### config.mk
export PLATFORM = sky130hd
export DESIGN_NAME = rph_packet_handler
export DESIGN_NICKNAME = d
export VERILOG_FILES = /design/src/rph_pkg.sv /design/src/rph_rx_mem.sv /design/src/rph_packet_handler.sv
export SDC_FILE = /design/constraint.sdc
export NUM_CORES = 1
export LEC_CHECK = 0
export ABC_CLOCK_PERIOD_IN_PS = 18640
export BUFFER_PORTS_ARGS = -buffer_cell sky130_fd_sc_hd__buf_2
export CAP_MARGIN = 5
export CORE_UTILIZATION = 35
export DETAILED_ROUTE_END_ITERATION = 10
export PLACE_DENSITY = 0.48
export REMOVE_ABC_BUFFERS = 1
export SLEW_MARGIN = 20
export SYNTH_ARGS = -nofsm -noshare
export SYNTH_HDL_FRONTEND = slang
export SYNTH_HIERARCHICAL = 1
export SYNTH_SLANG_ARGS = --single-unit
### constraint.sdc
create_clock -name core_clk -period 18.64 [get_ports core_clk]
set_clock_uncertainty 0.05 [all_clocks]
set_input_delay 0 -clock core_clk [delete_from_list [all_inputs] [get_ports core_clk]]
set_output_delay 0 -clock core_clk [all_outputs]
set_load 0.05 [all_outputs]
### src/rph_pkg.sv
// package: register map, reset values, field positions, state types for the packet handler
package rph_pkg;

  // register offsets on the register port
  localparam logic [5:0] OFS_FIFO_THR = 6'h03;
  localparam logic [5:0] OFS_MARK_HI = 6'h04;
  localparam logic [5:0] OFS_MARK_LO = 6'h05;
  localparam logic [5:0] OFS_LEN_LIM = 6'h06;
  localparam logic [5:0] OFS_CTRL_A = 6'h07;
  localparam logic [5:0] OFS_CTRL_B = 6'h08;
  localparam logic [5:0] OFS_NODE_ID = 6'h09;

  // reset values
  localparam logic [7:0] RST_FIFO_THR = 8'h07;
  localparam logic [7:0] RST_MARK_HI = 8'hD3;
  localparam logic [7:0] RST_MARK_LO = 8'h91;
  localparam logic [7:0] RST_LEN_LIM = 8'hFF;
  localparam logic [7:0] RST_CTRL_A = 8'h04;
  localparam logic [7:0] RST_CTRL_B = 8'h45;
  localparam logic [7:0] RST_NODE_ID = 8'h00;

  // writable bits; unused bits read as zero
  localparam logic [7:0] WMASK_CTRL_A = 8'hEF;
  localparam logic [7:0] WMASK_CTRL_B = 8'h77;

  // field positions in control register a
  localparam int CA_FLUSH_BIT = 3;
  localparam int CA_APPEND_BIT = 2;
  localparam int CA_FILT_LSB = 0;
  // field positions in control register b
  localparam int CB_FMT_LSB = 4;
  localparam int CB_CRC_BIT = 2;
  localparam int CB_LEN_LSB = 0;

  // field encodings
  localparam logic [1:0] FILT_NONE = 2'h0;
  localparam logic [1:0] FILT_OWN = 2'h1;
  localparam logic [1:0] FILT_BC00 = 2'h2;
  localparam logic [1:0] FILT_BCFF = 2'h3;
  localparam logic [1:0] FMT_FIFO = 2'h0;
  localparam logic [1:0] FMT_SYNC = 2'h1;
  localparam logic [1:0] FMT_ASYNC = 2'h3;
  localparam logic [1:0] LEN_FIXED = 2'h0;
  localparam logic [1:0] LEN_VAR = 2'h1;
  localparam logic [1:0] LEN_INF = 2'h2;
  localparam logic [7:0] BCAST_LOW = 8'h00;
  localparam logic [7:0] BCAST_HIGH = 8'hFF;

  // check sequence and receive buffer
  localparam logic [15:0] CRC_POLY = 16'h8005;
  localparam logic [15:0] CRC_INIT = 16'hFFFF;
  localparam int FIFO_AW = 6;

  typedef enum logic [2:0] {TX_IDLE, TX_MARK_LO, TX_LEN, TX_PAY, TX_CRC_HI, TX_CRC_LO,
    TX_INF} rph_tx_e;
  typedef enum logic [3:0] {RX_HUNT, RX_MARK_LO, RX_LEN, RX_PAY, RX_CRC_HI, RX_CRC_LO,
    RX_STAT_A, RX_STAT_B, RX_INF} rph_rx_e;

  // software-visible settings
  typedef struct packed {
    logic [7:0] fifo_thr;
    logic [7:0] mark_hi;
    logic [7:0] mark_lo;
    logic [7:0] len_lim;
    logic [7:0] ctrl_a;
    logic [7:0] ctrl_b;
    logic [7:0] node_id;
  } rph_regs_s;

  // state of the packet handler apart from the receive buffer storage
  typedef struct packed {
    rph_regs_s regs;
    logic [7:0] reg_rdata;
    rph_tx_e tx_state;
    logic [7:0] tx_cnt;
    logic [7:0] tx_len;
    logic [15:0] tx_crc;
    logic tx_ready;
    logic air_tx_valid;
    logic [7:0] air_tx_byte;
    logic tx_done;
    rph_rx_e rx_state;
    logic [7:0] rx_cnt;
    logic [7:0] rx_len;
    logic [15:0] rx_crc;
    logic rx_crc_ok;
    logic [FIFO_AW:0] wr_ptr;
    logic [FIFO_AW:0] rd_ptr;
    logic [FIFO_AW:0] pkt_start;
    logic [FIFO_AW:0] rx_count;
    logic pkt_ok;
    logic pkt_bad;
    logic air_serial_tx;
    logic general_output_pins;
  } rph_state_s;

  // one byte through the check-sequence generator, msb first
  function automatic logic [15:0] crc_step(input logic [15:0] crc, input logic [7:0] data);
    logic [15:0] c;
    c = crc;
    for (int i = 7; i >= 0; i--) begin
      if (c[15] ^ data[i]) begin
        c = {c[14:0], 1'b0} ^ CRC_POLY;
      end else begin
        c = {c[14:0], 1'b0};
      end
    end
    return c;
  endfunction

endpackage

### src/rph_rx_mem.sv
// receive buffer storage with registered read data
`timescale 1ns/10ps
module rph_rx_mem (
  input wire logic core_clk,
  input wire logic srst,
  input wire logic wr_en,
  input wire logic [rph_pkg::FIFO_AW-1:0] wr_addr,
  input wire logic [7:0] wr_data,
  input wire logic rd_en,
  input wire logic [rph_pkg::FIFO_AW-1:0] rd_addr,
  output logic [7:0] rd_data
);
  logic [7:0] mem [0:(1<<rph_pkg::FIFO_AW)-1];

  // storage write, no reset on the array itself
  always_ff @(posedge core_clk) begin
    if (wr_en) begin
      mem[wr_addr] <= wr_data;
    end
  end

  // read port, data held until the next read
  always_ff @(posedge core_clk) begin
    if (srst) begin
      rd_data <= 8'h00;
    end else if (rd_en) begin
      rd_data <= mem[rd_addr];
    end
  end
endmodule // rph_rx_mem

### src/rph_packet_handler.sv
// packet handler: marker word, length modes, node filter, check sequence, serial paths
// Operation
// - marker word is high byte then low byte
// - marker bytes reset to D3 and 91
// - fixed mode: length register is exact length
// - variable mode: length register is maximum accepted
// - flush option drops packets failing check
// - append option adds signal strength status bytes
// - filter select: none, own, plus broadcasts
// - format selects buffered, synchronous or asynchronous
// - serial: data in pin zero, out pin
// - length select: fixed, variable, unlimited, reserved
// - unlimited mode runs until setting changes
// - filter compares address with node identifier
// - broadcasts 00 and FF only when enabled
`timescale 1ns/10ps
module rph_packet_handler (
  input wire logic core_clk,
  input wire logic srst,
  input wire logic [5:0] reg_addr,
  input wire logic reg_wr,
  input wire logic reg_rd,
  input wire logic [7:0] reg_wdata,
  output logic [7:0] reg_rdata,
  input wire logic [7:0] tx_byte,
  input wire logic tx_valid,
  output logic tx_ready,
  output logic tx_done,
  output logic [7:0] air_tx_byte,
  output logic air_tx_valid,
  input wire logic air_tx_ready,
  input wire logic [7:0] air_rx_byte,
  input wire logic air_rx_valid,
  input wire logic [7:0] rssi,
  input wire logic rx_pop,
  output logic [7:0] rx_data,
  output logic [6:0] rx_count,
  output logic pkt_ok,
  output logic pkt_bad,
  input wire logic general_pin_zero,
  input wire logic air_serial_rx,
  input wire logic serial_bit_strobe,
  output logic air_serial_tx,
  output logic general_output_pins
);
  rph_pkg::rph_state_s s_reg;
  rph_pkg::rph_state_s s_next;
  logic mem_we;
  logic [rph_pkg::FIFO_AW-1:0] mem_waddr;
  logic [7:0] mem_wdata;
  logic mem_re;

  // decoded settings
  logic flush_en;
  logic append_en;
  logic [1:0] filt_sel;
  logic [1:0] fmt;
  logic crc_en;
  logic [1:0] len_cfg;
  assign flush_en = s_reg.regs.ctrl_a[rph_pkg::CA_FLUSH_BIT];
  assign append_en = s_reg.regs.ctrl_a[rph_pkg::CA_APPEND_BIT];
  assign filt_sel = s_reg.regs.ctrl_a[rph_pkg::CA_FILT_LSB +: 2];
  assign fmt = s_reg.regs.ctrl_b[rph_pkg::CB_FMT_LSB +: 2];
  assign crc_en = s_reg.regs.ctrl_b[rph_pkg::CB_CRC_BIT];
  assign len_cfg = s_reg.regs.ctrl_b[rph_pkg::CB_LEN_LSB +: 2];

  // receive buffer storage
  rph_rx_mem u_mem (
    .core_clk(core_clk),
    .srst(srst),
    .wr_en(mem_we),
    .wr_addr(mem_waddr),
    .wr_data(mem_wdata),
    .rd_en(mem_re),
    .rd_addr(s_reg.rd_ptr[rph_pkg::FIFO_AW-1:0]),
    .rd_data(rx_data)
  );

  // next-state logic for registers, transmit, receive and serial paths
  always_comb begin
    logic can_emit;
    logic take;
    logic full;
    logic addr_ok;
    logic finish;
    logic [15:0] crc_new;
    can_emit = 1'b0;
    take = 1'b0;
    full = 1'b0;
    addr_ok = 1'b0;
    finish = 1'b0;
    crc_new = 16'h0000;
    s_next = s_reg;
    mem_we = 1'b0;
    mem_waddr = s_reg.wr_ptr[rph_pkg::FIFO_AW-1:0];
    mem_wdata = air_rx_byte;
    mem_re = 1'b0;
    s_next.tx_done = 1'b0;
    s_next.pkt_ok = 1'b0;
    s_next.pkt_bad = 1'b0;

    // register writes
    if (reg_wr) begin
      case (reg_addr)
        rph_pkg::OFS_FIFO_THR: s_next.regs.fifo_thr = reg_wdata;
        rph_pkg::OFS_MARK_HI: s_next.regs.mark_hi = reg_wdata;
        rph_pkg::OFS_MARK_LO: s_next.regs.mark_lo = reg_wdata;
        rph_pkg::OFS_LEN_LIM: s_next.regs.len_lim = reg_wdata;
        rph_pkg::OFS_CTRL_A: s_next.regs.ctrl_a = reg_wdata & rph_pkg::WMASK_CTRL_A;
        rph_pkg::OFS_CTRL_B: s_next.regs.ctrl_b = reg_wdata & rph_pkg::WMASK_CTRL_B;
        rph_pkg::OFS_NODE_ID: s_next.regs.node_id = reg_wdata;
        default: ;
      endcase
    end
    // register reads, unmapped offsets read zero
    if (reg_rd) begin
      case (reg_addr)
        rph_pkg::OFS_FIFO_THR: s_next.reg_rdata = s_reg.regs.fifo_thr;
        rph_pkg::OFS_MARK_HI: s_next.reg_rdata = s_reg.regs.mark_hi;
        rph_pkg::OFS_MARK_LO: s_next.reg_rdata = s_reg.regs.mark_lo;
        rph_pkg::OFS_LEN_LIM: s_next.reg_rdata = s_reg.regs.len_lim;
        rph_pkg::OFS_CTRL_A: s_next.reg_rdata = s_reg.regs.ctrl_a;
        rph_pkg::OFS_CTRL_B: s_next.reg_rdata = s_reg.regs.ctrl_b;
        rph_pkg::OFS_NODE_ID: s_next.reg_rdata = s_reg.regs.node_id;
        default: s_next.reg_rdata = 8'h00;
      endcase
    end

    // transmit framer; output byte slot drains when the modulator takes it
    can_emit = !s_reg.air_tx_valid || air_tx_ready;
    if (s_reg.air_tx_valid && air_tx_ready) begin
      s_next.air_tx_valid = 1'b0;
    end
    take = tx_valid && s_reg.tx_ready;
    case (s_reg.tx_state)
      rph_pkg::TX_IDLE: begin
        if (tx_valid && fmt == rph_pkg::FMT_FIFO && can_emit) begin
          s_next.air_tx_valid = 1'b1;
          s_next.air_tx_byte = s_reg.regs.mark_hi;
          s_next.tx_crc = rph_pkg::CRC_INIT;
          s_next.tx_state = rph_pkg::TX_MARK_LO;
        end
      end
      rph_pkg::TX_MARK_LO: begin
        if (can_emit) begin
          s_next.air_tx_valid = 1'b1;
          s_next.air_tx_byte = s_reg.regs.mark_lo;
          s_next.tx_cnt = 8'h00;
          s_next.tx_len = s_reg.regs.len_lim;
          if (len_cfg == rph_pkg::LEN_FIXED) begin
            s_next.tx_state = rph_pkg::TX_PAY;
          end else if (len_cfg == rph_pkg::LEN_INF) begin
            s_next.tx_state = rph_pkg::TX_INF;
          end else begin
            s_next.tx_state = rph_pkg::TX_LEN;
          end
        end
      end
      rph_pkg::TX_LEN: begin
        if (take) begin
          s_next.air_tx_valid = 1'b1;
          s_next.air_tx_byte = tx_byte;
          s_next.tx_len = tx_byte;
          s_next.tx_crc = rph_pkg::crc_step(s_reg.tx_crc, tx_byte);
          if (tx_byte == 8'h00) begin
            s_next.tx_state = crc_en ? rph_pkg::TX_CRC_HI : rph_pkg::TX_IDLE;
            s_next.tx_done = !crc_en;
          end else begin
            s_next.tx_state = rph_pkg::TX_PAY;
          end
        end
      end
      rph_pkg::TX_PAY: begin
        if (take) begin
          s_next.air_tx_valid = 1'b1;
          s_next.air_tx_byte = tx_byte;
          s_next.tx_crc = rph_pkg::crc_step(s_reg.tx_crc, tx_byte);
          s_next.tx_cnt = s_reg.tx_cnt + 8'h01;
          if (s_reg.tx_cnt + 8'h01 == s_reg.tx_len) begin
            s_next.tx_state = crc_en ? rph_pkg::TX_CRC_HI : rph_pkg::TX_IDLE;
            s_next.tx_done = !crc_en;
          end
        end
      end
      rph_pkg::TX_CRC_HI: begin
        if (can_emit) begin
          s_next.air_tx_valid = 1'b1;
          s_next.air_tx_byte = s_reg.tx_crc[15:8];
          s_next.tx_state = rph_pkg::TX_CRC_LO;
        end
      end
      rph_pkg::TX_CRC_LO: begin
        if (can_emit) begin
          s_next.air_tx_valid = 1'b1;
          s_next.air_tx_byte = s_reg.tx_crc[7:0];
          s_next.tx_state = rph_pkg::TX_IDLE;
          s_next.tx_done = 1'b1;
        end
      end
      rph_pkg::TX_INF: begin
        if (len_cfg != rph_pkg::LEN_INF) begin
          s_next.tx_state = rph_pkg::TX_IDLE;
          s_next.tx_done = 1'b1;
        end else if (take) begin
          s_next.air_tx_valid = 1'b1;
          s_next.air_tx_byte = tx_byte;
        end
      end
      default: s_next.tx_state = rph_pkg::TX_IDLE;
    endcase
    // ready only when the next byte is sure to find an empty output slot
    s_next.tx_ready = !s_next.air_tx_valid && !take && (len_cfg == rph_pkg::LEN_INF ?
      s_next.tx_state == rph_pkg::TX_INF :
      (s_next.tx_state == rph_pkg::TX_LEN || s_next.tx_state == rph_pkg::TX_PAY));

    // receive deframer, buffered format only
    full = (s_reg.wr_ptr - s_reg.rd_ptr) == 7'(1 << rph_pkg::FIFO_AW);
    addr_ok = (filt_sel == rph_pkg::FILT_NONE) || (air_rx_byte == s_reg.regs.node_id) ||
      (filt_sel[1] && air_rx_byte == rph_pkg::BCAST_LOW) ||
      (filt_sel == rph_pkg::FILT_BCFF && air_rx_byte == rph_pkg::BCAST_HIGH);
    crc_new = rph_pkg::crc_step(s_reg.rx_crc, air_rx_byte);
    case (s_reg.rx_state)
      rph_pkg::RX_HUNT: begin
        if (air_rx_valid && fmt == rph_pkg::FMT_FIFO &&
            air_rx_byte == s_reg.regs.mark_hi) begin
          s_next.rx_state = rph_pkg::RX_MARK_LO;
        end
      end
      rph_pkg::RX_MARK_LO: begin
        if (air_rx_valid) begin
          s_next.pkt_start = s_reg.wr_ptr;
          s_next.rx_crc = rph_pkg::CRC_INIT;
          s_next.rx_cnt = 8'h00;
          s_next.rx_len = s_reg.regs.len_lim;
          if (air_rx_byte != s_reg.regs.mark_lo) begin
            s_next.rx_state = air_rx_byte == s_reg.regs.mark_hi ? rph_pkg::RX_MARK_LO :
              rph_pkg::RX_HUNT;
          end else if (len_cfg == rph_pkg::LEN_FIXED) begin
            s_next.rx_state = rph_pkg::RX_PAY;
          end else if (len_cfg == rph_pkg::LEN_INF) begin
            s_next.rx_state = rph_pkg::RX_INF;
          end else begin
            s_next.rx_state = rph_pkg::RX_LEN;
          end
        end
      end
      rph_pkg::RX_LEN: begin
        if (air_rx_valid) begin
          s_next.rx_crc = crc_new;
          s_next.rx_len = air_rx_byte;
          if (air_rx_byte == 8'h00 || air_rx_byte > s_reg.regs.len_lim || full) begin
            s_next.rx_state = rph_pkg::RX_HUNT;
          end else begin
            mem_we = 1'b1;
            s_next.wr_ptr = s_reg.wr_ptr + 7'h01;
            s_next.rx_state = rph_pkg::RX_PAY;
          end
        end
      end
      rph_pkg::RX_PAY: begin
        if (air_rx_valid) begin
          s_next.rx_crc = crc_new;
          s_next.rx_cnt = s_reg.rx_cnt + 8'h01;
          if (full || (s_reg.rx_cnt == 8'h00 && !addr_ok)) begin
            s_next.wr_ptr = s_reg.pkt_start;
            s_next.rx_state = rph_pkg::RX_HUNT;
          end else begin
            mem_we = 1'b1;
            s_next.wr_ptr = s_reg.wr_ptr + 7'h01;
            if (s_reg.rx_cnt + 8'h01 == s_reg.rx_len) begin
              s_next.rx_state = rph_pkg::RX_CRC_HI;
              s_next.rx_crc_ok = 1'b1;
              finish = !crc_en;
            end
          end
        end
      end
      rph_pkg::RX_CRC_HI: begin
        if (air_rx_valid) begin
          s_next.rx_crc = crc_new;
          s_next.rx_state = rph_pkg::RX_CRC_LO;
        end
      end
      rph_pkg::RX_CRC_LO: begin
        if (air_rx_valid) begin
          s_next.rx_crc_ok = crc_new == 16'h0000;
          finish = 1'b1;
        end
      end
      rph_pkg::RX_STAT_A: begin
        if (full) begin
          s_next.wr_ptr = s_reg.pkt_start;
          s_next.rx_state = rph_pkg::RX_HUNT;
        end else begin
          mem_we = 1'b1;
          mem_wdata = rssi;
          s_next.wr_ptr = s_reg.wr_ptr + 7'h01;
          s_next.rx_state = rph_pkg::RX_STAT_B;
        end
      end
      rph_pkg::RX_STAT_B: begin
        if (full) begin
          s_next.wr_ptr = s_reg.pkt_start;
        end else begin
          mem_we = 1'b1;
          mem_wdata = {s_reg.rx_crc_ok, 7'h00};
          s_next.wr_ptr = s_reg.wr_ptr + 7'h01;
          s_next.pkt_ok = s_reg.rx_crc_ok;
          s_next.pkt_bad = !s_reg.rx_crc_ok;
        end
        s_next.rx_state = rph_pkg::RX_HUNT;
      end
      rph_pkg::RX_INF: begin
        if (len_cfg != rph_pkg::LEN_INF) begin
          s_next.rx_state = rph_pkg::RX_HUNT;
        end else if (air_rx_valid && !full) begin
          mem_we = 1'b1;
          s_next.wr_ptr = s_reg.wr_ptr + 7'h01;
        end
      end
      default: s_next.rx_state = rph_pkg::RX_HUNT;
    endcase
    // end of payload or check bytes: flush, rx_status_append_enable or report
    if (finish) begin
      if (!s_next.rx_crc_ok && flush_en) begin
        s_next.wr_ptr = s_reg.pkt_start;
        s_next.pkt_bad = 1'b1;
        s_next.rx_state = rph_pkg::RX_HUNT;
      end else if (append_en) begin
        s_next.rx_state = rph_pkg::RX_STAT_A;
      end else begin
        s_next.pkt_ok = s_next.rx_crc_ok;
        s_next.pkt_bad = !s_next.rx_crc_ok;
        s_next.rx_state = rph_pkg::RX_HUNT;
      end
    end

    // host drains the receive buffer one byte per pop
    if (rx_pop && s_reg.rx_count != 7'h00) begin
      mem_re = 1'b1;
      s_next.rd_ptr = s_reg.rd_ptr + 7'h01;
    end
    s_next.rx_count = s_next.wr_ptr - s_next.rd_ptr;

    // serial paths: sync format moves one bit per strobe, async every cycle
    if (fmt == rph_pkg::FMT_ASYNC || (fmt == rph_pkg::FMT_SYNC && serial_bit_strobe)) begin
      s_next.air_serial_tx = general_pin_zero;
      s_next.general_output_pins = air_serial_rx;
    end else if (fmt == rph_pkg::FMT_FIFO) begin
      s_next.air_serial_tx = 1'b0;
      s_next.general_output_pins = 1'b0;
    end
  end

  // state register with reset values
  always_ff @(posedge core_clk) begin
    if (srst) begin
      s_reg <= '0;
      s_reg.regs.fifo_thr <= rph_pkg::RST_FIFO_THR;
      s_reg.regs.mark_hi <= rph_pkg::RST_MARK_HI;
      s_reg.regs.mark_lo <= rph_pkg::RST_MARK_LO;
      s_reg.regs.len_lim <= rph_pkg::RST_LEN_LIM;
      s_reg.regs.ctrl_a <= rph_pkg::RST_CTRL_A;
      s_reg.regs.ctrl_b <= rph_pkg::RST_CTRL_B;
      s_reg.regs.node_id <= rph_pkg::RST_NODE_ID;
      s_reg.tx_state <= rph_pkg::TX_IDLE;
      s_reg.rx_state <= rph_pkg::RX_HUNT;
    end else begin
      s_reg <= s_next;
    end
  end

  // outputs straight from the state register
  assign reg_rdata = s_reg.reg_rdata;
  assign tx_ready = s_reg.tx_ready;
  assign tx_done = s_reg.tx_done;
  assign air_tx_byte = s_reg.air_tx_byte;
  assign air_tx_valid = s_reg.air_tx_valid;
  assign rx_count = s_reg.rx_count;
  assign pkt_ok = s_reg.pkt_ok;
  assign pkt_bad = s_reg.pkt_bad;
  assign air_serial_tx = s_reg.air_serial_tx;
  assign general_output_pins = s_reg.general_output_pins;
endmodule // rph_packet_handler

==> impl_metrics.csv, run 1 <==
group,metric,value,unit
clock_tree,clock-sinks,696,
timing,min_period,5.70,ns
power_and_ir_drop,powerDensity,117,nW/um^2
synth,yosysUniqueCellTypes,89,
synth,synth_xor_area_frac,0.0315,
timing,finalHoldViolCount,0,
layout,n_antenna_cell,0,
route,viasPerCell,5.40,
clock_tree,numCtsBuffers,80,
layout,largest_reg_flops,512,
route,topRoutingLayerUsed,"met4",
place,io_buffers,86,
layout,multi_input_comb_area,11100,um^2
setup_path,end_kind,"flop",
setup_path,reg2reg_slack,12.94,ns
setup_path,reg2reg_depth,18,
setup_path,cp-start-kind,"flop",
synth,synth_edf_count,512,
floorplan,start_util,0.355,
synth,netlist_top_cells_area,"edfxtp_1 50%, dfxtp_1 12%, mux2i_1 5.7%",
clock_tree,htreeDepth,3,
place,pre_cts_slack,12.96,ns
floorplan,core-area,87300,um^2
place,routabilityCongestion,0.810,
setup_path,path_depth,18,
setup_path,required,19.11,ns
timing,setup_ws,12.94,ns
clock_tree,clk_pin_slew,0.05,ns
floorplan,row_count,108,
timing,setup-tns-final,0,ns
setup_path,crit_path_cell_trace,"ha_1 -> and2_1 -> a221oi_1 -> a21oi_1 -> o311ai_4 -> buf_4 -> a31oi_1 -> or3_1 -> a221oi_1 -> o21ai_1 -> fa_1 -> a21o_1 -> a21o_1 -> a21o_1 -> a21oi_1 -> xnor2_1 -> and2_1 -> mux2_1",
setup_path,cpLargestDelayFamily,"compound AO/OA/AOI/OAI gates",
layout,nFillCells,8258,
route,drc,0,
timing,fmax,0.175,GHz
synth,synth_top_family_by_area,"multiplexers",
route,drt_iter0_drc,1514,
hold_path,hold_class,"in -> reg",
synth,synthCells,2400,
route,routed_wl,85100,um
setup_path,crit_path_start,"mem_waddr[3]$_SDFF_PP0_",
synth,yosysTopAreaCell,"edfxtp_1",
global_routing,antenna_found_initial,1,
layout,final_common_cell,"edfxtp_1",
layout,layout-area-overhead-vs-synth,14.1,%
place,dpl.hpwl,54200,um
setup_path,crit_top_cell,"a21o_1",
setup_path,critPathKind,"reg -> reg",
outcome,status,"complete, no violations",
floorplan,die_y,300,um
timing,slew_viol_final,0,
synth,synth_flop_cell,"edfxtp_1",
setup_path,path_max_fanout,24,
clock_tree,root_buffer,"clkbuf_16",
setup_path,r2r_end,"rx_count[6]$_SDFF_PP0_",
synth,synthAdderAreaFrac,0.0107,
clock_tree,post_cts.repair.setup_buffers,0,
layout,utilization,0.405,
route,routedWlPerCell,23.2,um
setup_path,slowest_delay,0.73,ns
clock_tree,cts_tree,"done",
setup_path,critPathArrivalTime,6.17,ns
setup_path,r2r_start,"mem_waddr[3]$_SDFF_PP0_",
clock_tree,clock_latency,0.63,ns
timing,tightest_slew,1.09,ns
synth,synth-seq-cells,696,
layout,nets,2532,
route,ant_nets,0,
route,wl_met2,40600,um
synth,synth-simple-area-share,0.107,
route,met1_length,38700,um
global_routing,overflow,0,
setup_path,cp-endpoint,"rx_count[6]$_SDFF_PP0_",
setup_path,cp_num_buf_inv,1,
floorplan,fp.dieW,300,um
timing,fin_crit_sh,0.306,
floorplan,die_area,89800,um^2
floorplan,ios,87,
global_routing,grt_pass1_wl,128000,um
power_and_ir_drop,power_leakage,11.6,nW
clock_tree,cts_hold_buffers,39,
route,firstDrtPassIters,5,
clock_tree,post_cts_resized,0,
global_routing,grt_usage,0.188,
timing,setup_viol,0,
synth,ys.warnings.count,6,
route,route.met3.wl,3960,um
timing,slew_headroom,0.272,
synth,ys_seq_area_frac,0.615,
layout,drive_above_1_share,0.141,
global_routing,grt_pass1_vias,19925,
clock_tree,cts_max_path_buffers,3,
layout,regArea,19100,um^2
hold_path,min_path_cells,6,
synth,netlist_area,31000,um^2
synth,synth_compound_area_frac,0.0934,
setup_path,crit_slowest_cell,"dfxtp_1",
timing,fin_hold_ws,0.0480,ns
synth,muxShareOfSynthArea,0.112,
synth,postSynth.asyncResetShare,0,
synth,synth_area_per_cell,12.9,um^2
synth,yosysTopAreaCellShare,0.496,
timing,rsz0062_at_grt,"false",
place,dpl_cell_area,32400,um^2
route,vias,19833,
layout,design_area,35400,um^2
power_and_ir_drop,ir_worst_vdd,101,uV
layout,final_cell_mix,"512 x edfxtp_1, 244 x nor2_1, 182 x dfxtp_1, 177 x mux2i_1, 133 x nand2_1",
global_routing,grt_max_degree,86,
job,cap_violations,0,
==> how the worst min path moves through the flow <==
| stage | to | startpoint |
|---|---|---|
| 2_1_floorplan | rx_count[0]$_SDFF_PP0_ | srst |
| 3_3_place_gp | s_reg[149]$_SDFFE_PP1P_ | reg_wdata[2] |
| 3_5_place_dp | s_reg[149]$_SDFFE_PP1P_ | reg_wdata[2] |
| 4_1_cts | reg_rdata[1]$_SDFFE_PP0P_ | reg_addr[2] |
| 5_1_grt | reg_rdata[1]$_SDFFE_PP0P_ | reg_addr[2] |
| 6_report | reg_rdata[1]$_SDFFE_PP0P_ | reg_addr[2] |
==> cells by family (layout without fill, tap and decap cells) <==
group / after synthesis / in the layout
flops: 696 / 696
compound gates: 411 / 411
buf+inv: 207 / 325
simple gates: 690 / 690
fa+ha+maj: 26 / 26
mux: 261 / 261
xor+xnor: 109 / 109
==> power by group <==
part	switching [mW]	internal [mW]	total, mW
clock network	0.651	0.896	1.55
registers	0.0655	1.74	1.81
logic	0.502	0.301	0.803
total	1.22	2.94	4.16
==> metrics by stage <==
step	std cells	total power, mW
floorplan	2225	2.39
global placement	3491	2.64
detailed placement	3491	2.64
CTS	3673	4.21
global route	3673	4.34
finish	3673	4.16
==> synth_stat cells, types with 11 or more instances <==
| cell | instances |
|---|---|
| edfxtp_1 | 512 |
| nor2_1 | 248 |
| dfxtp_1 | 184 |
| mux2i_1 | 177 |
| nand2_1 | 133 |
| a22oi_1 | 107 |
| a21oi_1 | 96 |
| clkbuf_1 | 94 |
| nand3_1 | 78 |
| xnor2_1 | 77 |
| mux4_2 | 57 |
| o21ai_0 | 49 |
| nor3_1 | 48 |
| buf_2 | 40 |
| nand4_1 | 33 |
| inv_1 | 31 |
| xor2_1 | 29 |
| ha_1 | 25 |
| nand2b_1 | 25 |
| buf_4 | 24 |
| nor2b_1 | 23 |
| mux2_2 | 18 |
| o211ai_1 | 17 |
| a221oi_1 | 16 |
| and3_1 | 14 |
| buf_1 | 12 |
| nand3b_1 | 12 |
| nor3b_1 | 12 |
| o221a_2 | 12 |
| a21o_1 | 11 |
| and2_1 | 11 |
==> layout make-up <==
| type | instances | area share |
|---|---|---|
| Clock inverter | 38 | 0.0116 |
| Clock buffer | 105 | 0.0621 |
| Inverter | 32 | 0.00340 |
| Multi-Input combinational cell | 1497 | 0.315 |
| Timing Repair Buffer | 150 | 0.0286 |
| Tap cell | 1155 | 0.0409 |
| Sequential cell | 696 | 0.539 |
==> per-layer routing <==
layer	up-vias	GRT usage
li1	9222	-
met1	10029	0.260
met2	472	0.309
met3	110	0.0267
met4	0	0.0521
met5	-	0
==> worst register-to-register path, delay by kind of cell (launching register included) <==
family | cells | cell delay [ns]
AO/OA/AOI/OAI | 10 | 2.42
adder cells (fa/ha/maj) | 2 | 0.87
AND/OR/NAND/NOR | 3 | 0.82
flip-flops | 1 | 0.73
buffers and inverters | 1 | 0.33
multiplexers | 1 | 0.28
XOR/XNOR | 1 | 0.10
Note: power is estimated with default switching activity, not from simulation.
==> run 2: changes to the inputs <==
- ABC_AREA: not set -> 1
- ABC_CLOCK_PERIOD_IN_PS: 18640 -> 5200
- PLACE_DENSITY: 0.48 -> 0.5
- clock period: 18.64 -> 5.2 ns (I/O delays scaled with it)
==> run 2 against run 1 <==
Area after synthesis rose by 3.2%. Worst hold slack got worse by 0.034 ns. First-iteration DRC count rose by 25%. Global-route usage rose by 1.7 points. Utilization fell by 0.29 points. Worst setup slack got worse by 12 ns. Sequential cell count did not move. Combinational power rose to 5.1 times the previous value. Cell count rose by 29%.
==> impl_metrics.csv, run 2 <==
group,metric,value,unit
global_routing,grt_pass1_vias,23446,
timing,setup_viol,0,
clock_tree,clock_latency,0.64,ns
route,viasPerCell,5.15,
global_routing,grt_usage,0.205,
synth,synth-simple-area-share,0.246,
timing,fmax,0.216,GHz
power_and_ir_drop,ir_worst_vdd,271,uV
layout,final_cell_mix,"925 x nand2_1, 558 x nand3_1, 512 x edfxtp_1, 219 x inv_1, 203 x nor2_1",
clock_tree,cts_tree,"done",
synth,synth_top_family_by_area,"simple AND/OR/NAND/NOR gates",
layout,design_area,36300,um^2
floorplan,ios,87,
synth,yosysTopAreaCell,"edfxtp_1",
floorplan,die_area,92700,um^2
global_routing,antenna_found_initial,0,
place,io_buffers,86,
layout,layout-area-overhead-vs-synth,13.5,%
floorplan,start_util,0.355,
timing,fin_crit_sh,0.891,
setup_path,crit_slowest_cell,"dfxtp_1",
layout,largest_reg_flops,512,
route,drt_iter0_drc,1897,
synth,ys.warnings.count,6,
timing,slew_headroom,0.330,
synth,synth_xor_area_frac,0.0183,
synth,synthAdderAreaFrac,0.0104,
place,dpl_cell_area,33400,um^2
timing,slew_viol_final,0,
clock_tree,clock-sinks,696,
outcome,status,"complete, no violations",
synth,ys_seq_area_frac,0.595,
timing,min_period,4.63,ns
global_routing,overflow,0,
route,ant_nets,0,
floorplan,die_y,304,um
synth,synth-seq-cells,696,
synth,synth_compound_area_frac,0.0688,
synth,synth_common_cells,"925 x nand2_1, 558 x nand3_1, 512 x edfxtp_1",
power_and_ir_drop,power_leakage,13.7,nW
timing,setup_ws,0.569,ns
setup_path,end_kind,"flop",
clock_tree,htreeDepth,3,
setup_path,required,5.66,ns
job,cap_violations,0,
synth,netlist_top_cells_area,"edfxtp_1 48%, dfxtp_1 12%, nand2_1 11%",
synth,synth_flop_cell,"edfxtp_1",
layout,nFillCells,9012,
setup_path,critPathArrivalTime,5.09,ns
clock_tree,post_cts.repair.setup_buffers,0,
place,dpl.hpwl,61300,um
setup_path,slowest_delay,0.58,ns
clock_tree,clk_pin_slew,0.06,ns
synth,synth_area_per_cell,9.42,um^2
place,pre_cts_slack,0.608,ns
synth,synth.most_common_cell,"nand2_1",
hold_path,hold_class,"in -> reg",
setup_path,critPathKind,"reg -> reg",
synth,yosysTopAreaCellShare,0.480,
clock_tree,cts_max_path_buffers,3,
synth,yosysUniqueCellTypes,55,
global_routing,grt_pass1_wl,146000,um
clock_tree,root_buffer,"clkbuf_16",
synth,netlist_area,32000,um^2
synth,muxShareOfSynthArea,0,
setup_path,path_max_fanout,11,
floorplan,row_count,110,
synth,synthCells,3399,
floorplan,core-area,90300,um^2
route,firstDrtPassIters,5,
route,routed_wl,95900,um
route,vias,24311,
timing,rsz0062_at_grt,"false",
layout,drive_above_1_share,0.0906,
layout,nets,3555,
synth,synth_edf_count,512,
setup_path,cp-start-kind,"flop",
synth,postSynth.asyncResetShare,0,
floorplan,fp.dieW,304,um
global_routing,grt_max_degree,176,
route,drc,0,
clock_tree,numCtsBuffers,80,
layout,n_antenna_cell,0,
timing,finalHoldViolCount,0,
place,routabilityCongestion,0.893,
power_and_ir_drop,powerDensity,438,nW/um^2
layout,final_common_cell,"nand2_1",
layout,utilization,0.402,
layout,regArea,19100,um^2
setup_path,crit_top_cell,"nand2_1",
layout,multi_input_comb_area,11100,um^2
timing,tightest_slew,1.00,ns
route,routedWlPerCell,20.3,um
[run 2: changes by cell type in the layout (fill, tap and decap cells not counted), moves of 18 or more]
cell / before / now
inv_1: 31 / 219
mux2i_1: 177 / 0
nand2b_1: 25 / 0
nand2_1: 133 / 925
nor2_1: 244 / 203
nor2b_1: 21 / 0
buf_4: 26 / 53
mux4_2: 57 / 0
o21ai_0: 41 / 119
a21oi_1: 95 / 137
xnor2_1: 77 / 21
nand3_1: 78 / 558
mux2_2: 18 / 0
a22oi_1: 107 / 7
[run 2: final timing paths]
kind                           startpoint  slack (ns)  depth (start not counted)                         end
hold reg to reg   s_reg[173]$_SDFFE_PP1P_        0.41                          2     s_reg[173]$_SDFFE_PP1P_
setup / recovery  mem_waddr[2]$_SDFF_PP0_        0.57                         29      rx_count[6]$_SDFF_PP0_
hold / removal                    rssi[6]        0.01                          3  u_mem/mem[33][6]$_DFFE_PP_
setup reg to reg  mem_waddr[2]$_SDFF_PP0_        0.57                         29      rx_count[6]$_SDFF_PP0_
[run 2: per-layer routing]
metal / track usage / routed length, um / vias to the layer above
met4: 0.0759 / 3270 / 0
li1: - / - / 11850
met2: 0.333 / 44500 / 689
met1: 0.277 / 42900 / 11585
met3: 0.0318 / 5180 / 187
met5: 0 / 0 / -
[run 2: cell type report]
class	count	share of cell area
clock buffer	123	0.0632
clock inverter	23	0.00513
inverter	237	0.0253
multi-input combinational	2280	0.305
sequential	696	0.525
tap	1176	0.0405
timing repair buffer	185	0.0362
[run 2: critical path: cells and delay by family, from the launching register on]
family	cells	cell delay, ns
buffers and inverters	3	0.32
AOI/OAI and AO/OA	5	0.76
adders and majority gates	3	0.97
and+or+nand+nor	17	1.57
DFF	1	0.58
xor gates and xnor gates	1	0.25
[run 2: report_power, final]
| part | total, mW | switching, mW | internal [mW] | leakage, nW |
|---|---|---|---|---|
| clock | 5.35 | 2.29 | 3.06 | 1.20 |
| combinational | 4.10 | 2.93 | 1.17 | 6.42 |
| sequential | 6.48 | 0.191 | 6.29 | 6.11 |
[run 2: kinds of logic (layout without fill, tap and decap cells)]
kind of cell	after synthesis	in the layout
compound gates	380	380
buf+inv	423	568
simple gates	1808	1808
xor+xnor	66	66
fa+ha+maj	26	26
flops	696	696
[run 2: repair_timing]
item / 4_1_cts / 5_1_grt
gates resized for setup: 0 / 0
hold endpoints to repair: 154 / 0
hold buffers: 45 / 0
[run 2: metrics by stage]
stage	std cells	total power, mW	hold slack (ns)	TNS (ns)
5_1_grt	4720	16.8	0.0355	0
2_1_floorplan	3213	9.46	0.0167	-3298.18
3_3_place_gp	4529	10.7	0.207	0
6_report	4720	15.9	0.0142	0
3_5_place_dp	4529	10.7	0.210	0
4_1_cts	4720	16.1	0.00267	0
